`config.mk`:
```
export PLATFORM = sky130hd
export DESIGN_NAME = dps_sem_host
export DESIGN_NICKNAME = d
export VERILOG_FILES = /design/src/dps_sem_pkg.sv /design/src/dps_sem_host.sv /design/src/dps_sem_cycle.sv
export VERILOG_INCLUDE_DIRS = /design/src /design/src/src
export SDC_FILE = /design/constraint.sdc
export NUM_CORES = 1
export LEC_CHECK = 0
export BUFFER_PORTS_ARGS = -buffer_cell sky130_fd_sc_hd__buf_2
export CAP_MARGIN = 10
export CORE_AREA = 3 3 68 95
export DETAILED_ROUTE_END_ITERATION = 8
export DIE_AREA = 0 0 71 98
export GPL_TIMING_DRIVEN = 1
export PLACE_DENSITY = 0.69
export SLEW_MARGIN = 20
export SYNTH_ARGS = -nofsm -noshare
export SYNTH_HDL_FRONTEND = slang
export SYNTH_HIERARCHICAL = 1
export SYNTH_SLANG_ARGS = --single-unit
```
`constraint.sdc`:
```
create_clock -name i_mclk -period 2.09 [get_ports i_mclk]
set_input_delay 0.1045 -clock i_mclk [delete_from_list [all_inputs] [get_ports i_mclk]]
set_output_delay 0.1045 -clock i_mclk [all_outputs]
set_load 0.02 [all_outputs]
```
`src/dps_sem_defs.svh`:
```
`ifndef DPS_SEM_DEFS_SVH
`define DPS_SEM_DEFS_SVH

// ****************************************
// Geometry of the token space
// ****************************************
`define DPS_FLAG_COUNT 8
`define DPS_IDX_W 3
`define DPS_DATA_W 16
`define DPS_LAST_IDX 3'h7

// ****************************************
// Flag values, active low
// ****************************************
`define DPS_FLAG_FREE 1'b1
`define DPS_FLAG_TAKEN 1'b0

// ****************************************
// Access timing
// ****************************************
`define DPS_CLK_NS 10
`define DPS_T_SETUP_NS 10
`define DPS_T_PULSE_NS 80
`define DPS_T_RECOV_NS 20
`define DPS_SETUP_CYC ((`DPS_T_SETUP_NS + `DPS_CLK_NS - 1) / `DPS_CLK_NS)
`define DPS_PULSE_CYC ((`DPS_T_PULSE_NS + `DPS_CLK_NS - 1) / `DPS_CLK_NS)
`define DPS_RECOV_CYC ((`DPS_T_RECOV_NS + `DPS_CLK_NS - 1) / `DPS_CLK_NS)
`define DPS_CNT_W 4

// ****************************************
// Claim retry limit
// ****************************************
`define DPS_RETRY_MAX 4'hF

`endif

```
`src/dps_sem_pkg.sv`:
```
package dps_sem_pkg;

  // Host commands
  typedef enum logic [1:0] {
    DPS_OP_CLAIM_WAIT = 2'h0,
    DPS_OP_CLAIM_TRY = 2'h1,
    DPS_OP_RELEASE = 2'h2,
    DPS_OP_INIT = 2'h3
  } dps_op_t;

  // Pin access sequencer states
  typedef enum logic [3:0] {
    DPS_CY_IDLE = 4'h1,
    DPS_CY_SETUP = 4'h2,
    DPS_CY_PULSE = 4'h4,
    DPS_CY_RECOV = 4'h8
  } dps_cyc_state_t;

  // Command sequencer states
  typedef enum logic [5:0] {
    DPS_ST_INIT = 6'h01,
    DPS_ST_IDLE = 6'h02,
    DPS_ST_REQ = 6'h04,
    DPS_ST_TEST = 6'h08,
    DPS_ST_FREE = 6'h10,
    DPS_ST_DONE = 6'h20
  } dps_state_t;

endpackage : dps_sem_pkg

```
`src/dps_sem_host.sv`:
```
`timescale 1ns/100ps
`include "dps_sem_defs.svh"

module dps_sem_host (
  // Clock and reset
  input wire logic i_mclk,
  input wire logic i_rst_n,
  // Command port
  input wire logic i_cmd_valid,
  input wire dps_sem_pkg::dps_op_t i_cmd_op,
  input wire logic [`DPS_IDX_W-1:0] i_cmd_flag,
  output logic o_cmd_ready,
  // Result
  output logic o_done,
  output logic o_granted,
  output logic [`DPS_FLAG_COUNT-1:0] o_held,
  // Device pins
  output logic o_token_space_select_n,
  output logic [`DPS_IDX_W-1:0] o_flag_index_lines,
  output logic o_rw_n,
  output logic o_oe_n,
  output logic [`DPS_DATA_W-1:0] o_port_data_lines,
  output logic o_port_data_lines_oe_n,
  input wire logic [`DPS_DATA_W-1:0] i_port_data_lines
);
  import dps_sem_pkg::*;

  dps_state_t state_q, state_d;
  dps_op_t op_q, op_d;
  logic [`DPS_IDX_W-1:0] idx_q, idx_d;
  logic pend_q, pend_d;
  logic [`DPS_CNT_W-1:0] retry_q, retry_d;
  logic [`DPS_FLAG_COUNT-1:0] held_q, held_d;
  logic done_q, done_d;
  logic granted_q, granted_d;
  logic cyc_start;
  logic cyc_write;
  logic cyc_wval;
  logic cyc_done;
  logic cyc_rval;

  // ****************************************
  // Pin access sequencer
  // ****************************************

  dps_sem_cycle u_cycle (
    .i_mclk(i_mclk),
    .i_rst_n(i_rst_n),
    .i_start(cyc_start),
    .i_write(cyc_write),
    .i_wval(cyc_wval),
    .i_flag(idx_q),
    .o_done(cyc_done),
    .o_rval(cyc_rval),
    .o_token_space_select_n(o_token_space_select_n),
    .o_flag_index_lines(o_flag_index_lines),
    .o_rw_n(o_rw_n),
    .o_oe_n(o_oe_n),
    .o_port_data_lines(o_port_data_lines),
    .o_port_data_lines_oe_n(o_port_data_lines_oe_n),
    .i_port_data_lines(i_port_data_lines)
  );

  // ****************************************
  // Command sequencer
  // ****************************************

  // One access at a time, each issued once and awaited
  always_comb begin
    state_d = state_q;
    op_d = op_q;
    idx_d = idx_q;
    pend_d = pend_q;
    retry_d = retry_q;
    held_d = held_q;
    done_d = 1'b0;
    granted_d = granted_q;
    cyc_start = 1'b0;
    cyc_write = 1'b1;
    cyc_wval = `DPS_FLAG_FREE;
    unique case (state_q)
      DPS_ST_INIT: begin
        // Free every flag from this port
        cyc_start = !pend_q;
        pend_d = 1'b1;
        if (cyc_done) begin
          pend_d = 1'b0;
          held_d[idx_q] = 1'b0;
          if (idx_q == `DPS_LAST_IDX) begin
            idx_d = '0;
            done_d = (op_q == DPS_OP_INIT);
            granted_d = 1'b0;
            state_d = DPS_ST_IDLE;
          end else begin
            idx_d = idx_q + 1'b1;
          end
        end
      end
      DPS_ST_IDLE: begin
        if (i_cmd_valid) begin
          op_d = i_cmd_op;
          idx_d = i_cmd_flag;
          retry_d = '0;
          unique case (i_cmd_op)
            DPS_OP_CLAIM_WAIT, DPS_OP_CLAIM_TRY: state_d = DPS_ST_REQ;
            DPS_OP_RELEASE: state_d = DPS_ST_FREE;
            DPS_OP_INIT: begin
              idx_d = '0;
              state_d = DPS_ST_INIT;
            end
          endcase
        end
      end
      DPS_ST_REQ: begin
        // Request by writing zero first
        cyc_start = !pend_q;
        cyc_wval = `DPS_FLAG_TAKEN;
        pend_d = 1'b1;
        if (cyc_done) begin
          pend_d = 1'b0;
          state_d = DPS_ST_TEST;
        end
      end
      DPS_ST_TEST: begin
        // Read back; zero means ours
        cyc_start = !pend_q;
        cyc_write = 1'b0;
        pend_d = 1'b1;
        if (cyc_done) begin
          pend_d = 1'b0;
          if (cyc_rval == `DPS_FLAG_TAKEN) begin
            held_d[idx_q] = 1'b1;
            granted_d = 1'b1;
            done_d = 1'b1;
            state_d = DPS_ST_DONE;
          end else if (op_q == DPS_OP_CLAIM_TRY ||
                       retry_q == `DPS_RETRY_MAX) begin
            granted_d = 1'b0;
            state_d = DPS_ST_FREE;
          end else begin
            retry_d = retry_q + 1'b1;
          end
        end
      end
      DPS_ST_FREE: begin
        // Release or withdraw a pending request
        cyc_start = !pend_q;
        pend_d = 1'b1;
        if (cyc_done) begin
          pend_d = 1'b0;
          held_d[idx_q] = 1'b0;
          if (op_q == DPS_OP_RELEASE) begin
            granted_d = 1'b0;
          end
          done_d = 1'b1;
          state_d = DPS_ST_DONE;
        end
      end
      DPS_ST_DONE: begin
        state_d = DPS_ST_IDLE;
      end
      default: begin
        state_d = DPS_ST_IDLE;
      end
    endcase
  end

  // ****************************************
  // State registers
  // ****************************************

  // Reset restarts the automatic flag init
  always_ff @(posedge i_mclk) begin
    if (!i_rst_n) begin
      state_q <= DPS_ST_INIT;
      op_q <= DPS_OP_CLAIM_TRY;
      idx_q <= '0;
      pend_q <= 1'b0;
      retry_q <= '0;
      held_q <= '0;
      done_q <= 1'b0;
      granted_q <= 1'b0;
    end else begin
      state_q <= state_d;
      op_q <= op_d;
      idx_q <= idx_d;
      pend_q <= pend_d;
      retry_q <= retry_d;
      held_q <= held_d;
      done_q <= done_d;
      granted_q <= granted_d;
    end
  end

  // ****************************************
  // Result outputs
  // ****************************************

  // Ready only while waiting for a command
  assign o_cmd_ready = (state_q == DPS_ST_IDLE);
  assign o_done = done_q;
  assign o_granted = granted_q;
  assign o_held = held_q;

endmodule : dps_sem_host

```
`src/dps_sem_cycle.sv`:
```
`timescale 1ns/100ps
`include "dps_sem_defs.svh"

module dps_sem_cycle (
  // Clock and reset
  input wire logic i_mclk,
  input wire logic i_rst_n,
  // Access request
  input wire logic i_start,
  input wire logic i_write,
  input wire logic i_wval,
  input wire logic [`DPS_IDX_W-1:0] i_flag,
  output logic o_done,
  output logic o_rval,
  // Device pins
  output logic o_token_space_select_n,
  output logic [`DPS_IDX_W-1:0] o_flag_index_lines,
  output logic o_rw_n,
  output logic o_oe_n,
  output logic [`DPS_DATA_W-1:0] o_port_data_lines,
  output logic o_port_data_lines_oe_n,
  input wire logic [`DPS_DATA_W-1:0] i_port_data_lines
);
  import dps_sem_pkg::*;

  dps_cyc_state_t state_q, state_d;
  logic [`DPS_CNT_W-1:0] cnt_q, cnt_d;
  logic write_q, write_d;
  logic sem_n_q, sem_n_d;
  logic [`DPS_IDX_W-1:0] idx_q, idx_d;
  logic rw_n_q, rw_n_d;
  logic oe_n_q, oe_n_d;
  logic [`DPS_DATA_W-1:0] dout_q, dout_d;
  logic doe_n_q, doe_n_d;
  logic done_q, done_d;
  logic rval_q, rval_d;
  logic [`DPS_DATA_W-1:0] sync1_q, sync2_q;

  // ****************************************
  // Read data synchroniser
  // ****************************************

  // Two stages before the data is looked at
  always_ff @(posedge i_mclk) begin
    if (!i_rst_n) begin
      sync1_q <= '0;
      sync2_q <= '0;
    end else begin
      sync1_q <= i_port_data_lines;
      sync2_q <= sync1_q;
    end
  end

  // ****************************************
  // Access sequencer
  // ****************************************

  // Setup, strobe, recovery with select released
  always_comb begin
    state_d = state_q;
    cnt_d = cnt_q;
    write_d = write_q;
    sem_n_d = sem_n_q;
    idx_d = idx_q;
    rw_n_d = rw_n_q;
    oe_n_d = oe_n_q;
    dout_d = dout_q;
    doe_n_d = doe_n_q;
    done_d = 1'b0;
    rval_d = rval_q;
    unique case (state_q)
      DPS_CY_IDLE: begin
        if (i_start) begin
          write_d = i_write;
          idx_d = i_flag;
          sem_n_d = 1'b0;
          if (i_write) begin
            dout_d = {`DPS_DATA_W{i_wval}};
            doe_n_d = 1'b0;
          end
          cnt_d = `DPS_CNT_W'(`DPS_SETUP_CYC - 1);
          state_d = DPS_CY_SETUP;
        end
      end
      DPS_CY_SETUP: begin
        if (cnt_q == '0) begin
          if (write_q) begin
            rw_n_d = 1'b0;
          end else begin
            oe_n_d = 1'b0;
          end
          cnt_d = `DPS_CNT_W'(`DPS_PULSE_CYC - 1);
          state_d = DPS_CY_PULSE;
        end else begin
          cnt_d = cnt_q - 1'b1;
        end
      end
      DPS_CY_PULSE: begin
        if (cnt_q == '0) begin
          if (!write_q) begin
            rval_d = sync2_q[0];
          end
          rw_n_d = 1'b1;
          oe_n_d = 1'b1;
          sem_n_d = 1'b1;
          cnt_d = `DPS_CNT_W'(`DPS_RECOV_CYC - 1);
          state_d = DPS_CY_RECOV;
        end else begin
          cnt_d = cnt_q - 1'b1;
        end
      end
      DPS_CY_RECOV: begin
        if (cnt_q == '0) begin
          doe_n_d = 1'b1; // Data held past strobe end
          done_d = 1'b1;
          state_d = DPS_CY_IDLE;
        end else begin
          cnt_d = cnt_q - 1'b1;
        end
      end
      default: begin
        state_d = DPS_CY_IDLE;
      end
    endcase
  end

  // Register next values, pins idle in reset
  always_ff @(posedge i_mclk) begin
    if (!i_rst_n) begin
      state_q <= DPS_CY_IDLE;
      cnt_q <= '0;
      write_q <= 1'b0;
      sem_n_q <= 1'b1;
      idx_q <= '0;
      rw_n_q <= 1'b1;
      oe_n_q <= 1'b1;
      dout_q <= '0;
      doe_n_q <= 1'b1;
      done_q <= 1'b0;
      rval_q <= `DPS_FLAG_FREE;
    end else begin
      state_q <= state_d;
      cnt_q <= cnt_d;
      write_q <= write_d;
      sem_n_q <= sem_n_d;
      idx_q <= idx_d;
      rw_n_q <= rw_n_d;
      oe_n_q <= oe_n_d;
      dout_q <= dout_d;
      doe_n_q <= doe_n_d;
      done_q <= done_d;
      rval_q <= rval_d;
    end
  end

  // Pins straight from flops
  assign o_done = done_q;
  assign o_rval = rval_q;
  assign o_token_space_select_n = sem_n_q;
  assign o_flag_index_lines = idx_q;
  assign o_rw_n = rw_n_q;
  assign o_oe_n = oe_n_q;
  assign o_port_data_lines = dout_q;
  assign o_port_data_lines_oe_n = doe_n_q;

endmodule : dps_sem_cycle

```
Word level (Yosys, flattened, before mapping)
Cells that the tools add are included.

Register bits: 47. Output and inout bits: 34. Word-level logic and storage cells: 167.

Add/sub/neg operators: 3. Order comparisons: 2. Equality and inequality tests: 37. Mux-type cells: 67. Bitwise operators: 5. Reductions and logical operators: 32.

Operator list (number): 4-bit 2-to-1 mux (12); 6-bit 2-to-1 mux (8); 4-bit one-hot mux with 4 select lines (2); 6-bit one-hot mux with 5 select lines (1); 1-bit 2-to-1 mux (26); 8-bit 2-to-1 mux (3); 2-bit by 1-bit != test with 1-bit output, second input constant (10); 4-bit AND reduction (5); 2-bit != test, second input constant (9); 6-bit one-hot mux with 3 select lines (1); 8-bit one-hot mux with 2 select lines (1); 3-bit AND reduction (5); 7-bit AND reduction (2); 3-bit 2-to-1 mux (4); 2-bit nonzero test (6); 8-bit AND (1); 2-bit == test, second input constant (4); 4-bit == test, second input constant (2); 8-bit inverter (1); 8-bit OR (1); 1-bit one-hot mux with 2 select lines (4); 4-bit one-hot mux with 2 select lines (1); 6-bit by 1-bit == test with 1-bit output, second input constant (1); 6-bit by 2-bit == test with 1-bit output, second input constant (1); 29 further kinds (35).

Longest topological paths before layout
Depth after elaboration: 8. Gate-level depth with buffers: 9. Mapped depth without buffers: 7.

Cells and area by module
Netlist, hierarchy kept.

By module, submodules not included: dps_sem_host (times used 1, cells each 171, area each 1441.4 sq um); dps_sem_cycle (times used 1, cells each 120, area each 1082.3 sq um).

Worst setup path before layout
OpenSTA, ideal clock, no wires.

Kind: register to register. From: reg, netlist name state_q[4]. To: reg retry_q[2]. Setup time: 0.132 ns. Arrival time: 1.975 ns. Required time: 1.958 ns. Path slack: -0.018 ns. Cell stages (with the launch flop): 8. Period minus slack after synthesis: 2.108 ns. Cell sequence: dfxtp_1 > buf_4 > or4_4 > or3b_1 > buf_6 > mux2i_4 > o31ai_1 > a21oi_1.

RTL lines: to (signal assigned) (RTL line dps_sem_host.sv:188) `retry_q <= retry_d;`; to (decl) (RTL line dps_sem_host.sv:32) `` logic [`DPS_CNT_W-1:0] retry_q, retry_d; ``.

==> results.tsv <==
metric	value	unit
finalHoldViolCount	0	
drt_pass1_iterations	4	
vias_per_cell	5.584	
areaGrowthSynthToFinish	18.05	%
synth_area_leaders	dfxtp_1 (37%), buf_4 (4.8%), nor2_1 (4.2%)	
crit_fanout	6	
synth-async-reset-ratio	0	%
status	complete, no violations	
drv_slew	0	
crit_arrival	2.16	ns
gr-total-overflow	0	
finClkSkew	0.01274	ns
max_slew_margin	54.10	%
place_congestion	0.8304	
clock_latency	0.30	ns
synth_common_cells	dfxtp_1 (47), nor2_1 (28), nand2_1 (22)	
tightestPinTransition	0.6877	ns
n_fill_cell	533	
synthCells	291	
cts_max_path_buffers	2	
cts_num_sinks	47	
grt_max_degree	21	
antenna_left	0	
rsz0062_at_grt	no	
synthDistinctLibCells	67	
maxCapViolations	0	
finalSetupTns	0	ns
final_cells	404	
reg2reg_to	state_q[0]	
diodes	0	
h-tree-depth	2	
synth_enable_flop_cells	0	
drc	0	
ys.flop_type	dfxtp_1	
crit_path_end	state_q[0]	
start_kind	flip-flop	
required	2.23	ns
dp.final_hpwl	4.271	mm
worstPathCellList	or4_4 -> or3b_4 -> o22a_1 -> nand2_1 -> o311ai_0	
crit-reg2reg-launch	state_q[3]	
critical-path-max-stage-delay	0.54	ns
synth.most_common_cell	dfxtp_1	
wl_per_cell	14.33	um
rr_worst_depth	5	
syn-cell-area	0.002524	mm2
cp_slowest_cell	or4_4	
synth_top_area_share	37.28	%
endpoint_kind	flip-flop	
ir_worst_vdd	0.3307	mV
synth_seq_area_share	37.28	%
place_inst	396	
io_buffers	42	
die_h	98	um
antenna_found_initial	0	
place_ws	-0.04819	ns
drive_gt1_share	30.06	%
p_per_area	612.8	mW/mm2
cp_num_buf_inv	0	
fmax	495.8	MHz
numCtsBuffers	5	
criticalPathCategory	reg2reg	
fin_util	53.15	%
syn_avg_cell_area	8.672	um2
synth_nets	319	
start_util	45.02	%
synth.ff_latch_count	47	
hp-class	in2reg	
final_nets	363	
ios	58	
startpoint	state_q[3]	
wl	5.791	mm
yosysWarningCount	6	
setup_viol	0	
r2r_slack	0.07	ns
critPathTopFamily	simple AND/OR/NAND/NOR gates	
dieWidth	71	um
die_area	0.006958	mm2
period_minus_slack	2.017	ns
power.leakage	1.265	nW
first_global_vias	2134	
num_rows	32	
path_clk_slew	0.08	ns
track_usage	17.18	%
cts_root_buffer	clkbuf_8	
synth_top_cell_by_area	dfxtp_1	
cp.depth	5	
post-route-period-util	96.51	%
cts_tree	yes	
grt_pass1_wl	9.811	mm
fin_ws	0.07293	ns
vias	2256	
core-area	0.005605	mm2
dr.first_iter.drc_count	103	
[worst min path at each step]
stage	endpoint	from	cells after the start	slack, ns
2_1_floorplan	state_q[2]	i_cmd_op[1]	1	0.21
4_1_cts	u_cycle/sync1_q[0]	i_port_data_lines[0]	2	0.006
3_5_place_dp	u_cycle/sync1_q[0]	i_port_data_lines[0]	2	0.32
5_1_grt	u_cycle/sync1_q[0]	i_port_data_lines[0]	2	0.01
6_report	u_cycle/sync1_q[0]	i_port_data_lines[0]	2	0.01
3_3_place_gp	u_cycle/sync1_q[0]	i_port_data_lines[0]	2	0.32
[stage by stage]
stage | power, mW | hold WS [ns] | cell area, um2
after floorplan | 1.124 | 0.2078 | 2524
after global placement | 1.155 | 0.3163 | 2815
after detailed placement | 1.158 | 0.3171 | 2815
after CTS | 1.850 | 0.005987 | 2940
after global routing | 1.901 | 0.01113 | 2979
final | 1.826 | 0.01439 | 2979
[cell usage in the layout (no fill, tap or decap), types with 2 or more instances in the layout]
cell and instances:
a41oi_1 3, buf_4 26, nand3b_1 4, nand3_1 10, a21oi_1 18, o21ai_1 4, nand2_1 22, nand2b_1 6
buf_2 42, and2_1 2, nor3_2 2, ha_1 4, a21oi_2 2, clkbuf_8 6, a311oi_1 4, a31oi_1 3
a211oi_1 5, xnor2_1 2, mux2i_1 7, o21ai_0 8, nor4_1 4, nor3_1 12, a21o_1 2, nor2b_1 3
and3_1 3, inv_1 8, nor2_1 28, o211ai_1 4, dfxtp_1 46, nand4b_1 2
[final cells by class]
| type | count | area, um2 | area share [%] |
|---|---|---|---|
| multi-input combinational | 204 | 1390 | 46.66 |
| clock buffer | 6 | 82.58 | 2.772 |
| clock inverter | 2 | 35.03 | 1.176 |
| tap | 68 | 85.08 | 2.856 |
| sequential | 47 | 942.2 | 31.63 |
| timing repair buffer | 68 | 405.4 | 13.61 |
| inverter | 9 | 38.79 | 1.302 |
[what timing repair did]
action / CTS / global route
endpoints found under the setup margin: 10 / 13
hold endpoints to repair: 0 / 0
gates resized for setup: 2 / 9
hold buffers: 0 / 0
buffers inserted: 0 / 0
pin swaps: 0 / 1
[logic make-up after synthesis]
group,share of synthesized area [%]
mux,3.669
buf+inv,9.420
flops,37.28
compound gates,19.19
simple gates,27.07
xor+xnor,1.388
fa+ha+maj,1.983
[power by group]
group          internal [mW]  switching (mW)  total, mW  leakage (nW)
clock                  0.387           0.304      0.691        0.0612
combinational         0.0734           0.128      0.201         0.823
sequential             0.912          0.0216      0.933         0.381
total                   1.37           0.453       1.83          1.26
[routing by layer]
| metal | track usage [%] | wire [um] | up-vias | share of wire (%) |
|---|---|---|---|---|
| li1 | - | - | 1130 | - |
| met3 | 2.884 | 208 | 12 | 3.6 |
| met4 | 7.959 | 160 | 0 | 2.8 |
| met5 | 0 | 0 | - | 0 |
| met2 | 29.74 | 3000 | 49 | 52 |
| met1 | 20.36 | 2422 | 1065 | 42 |
No activity file was read; power rests on OpenSTA's default activity.
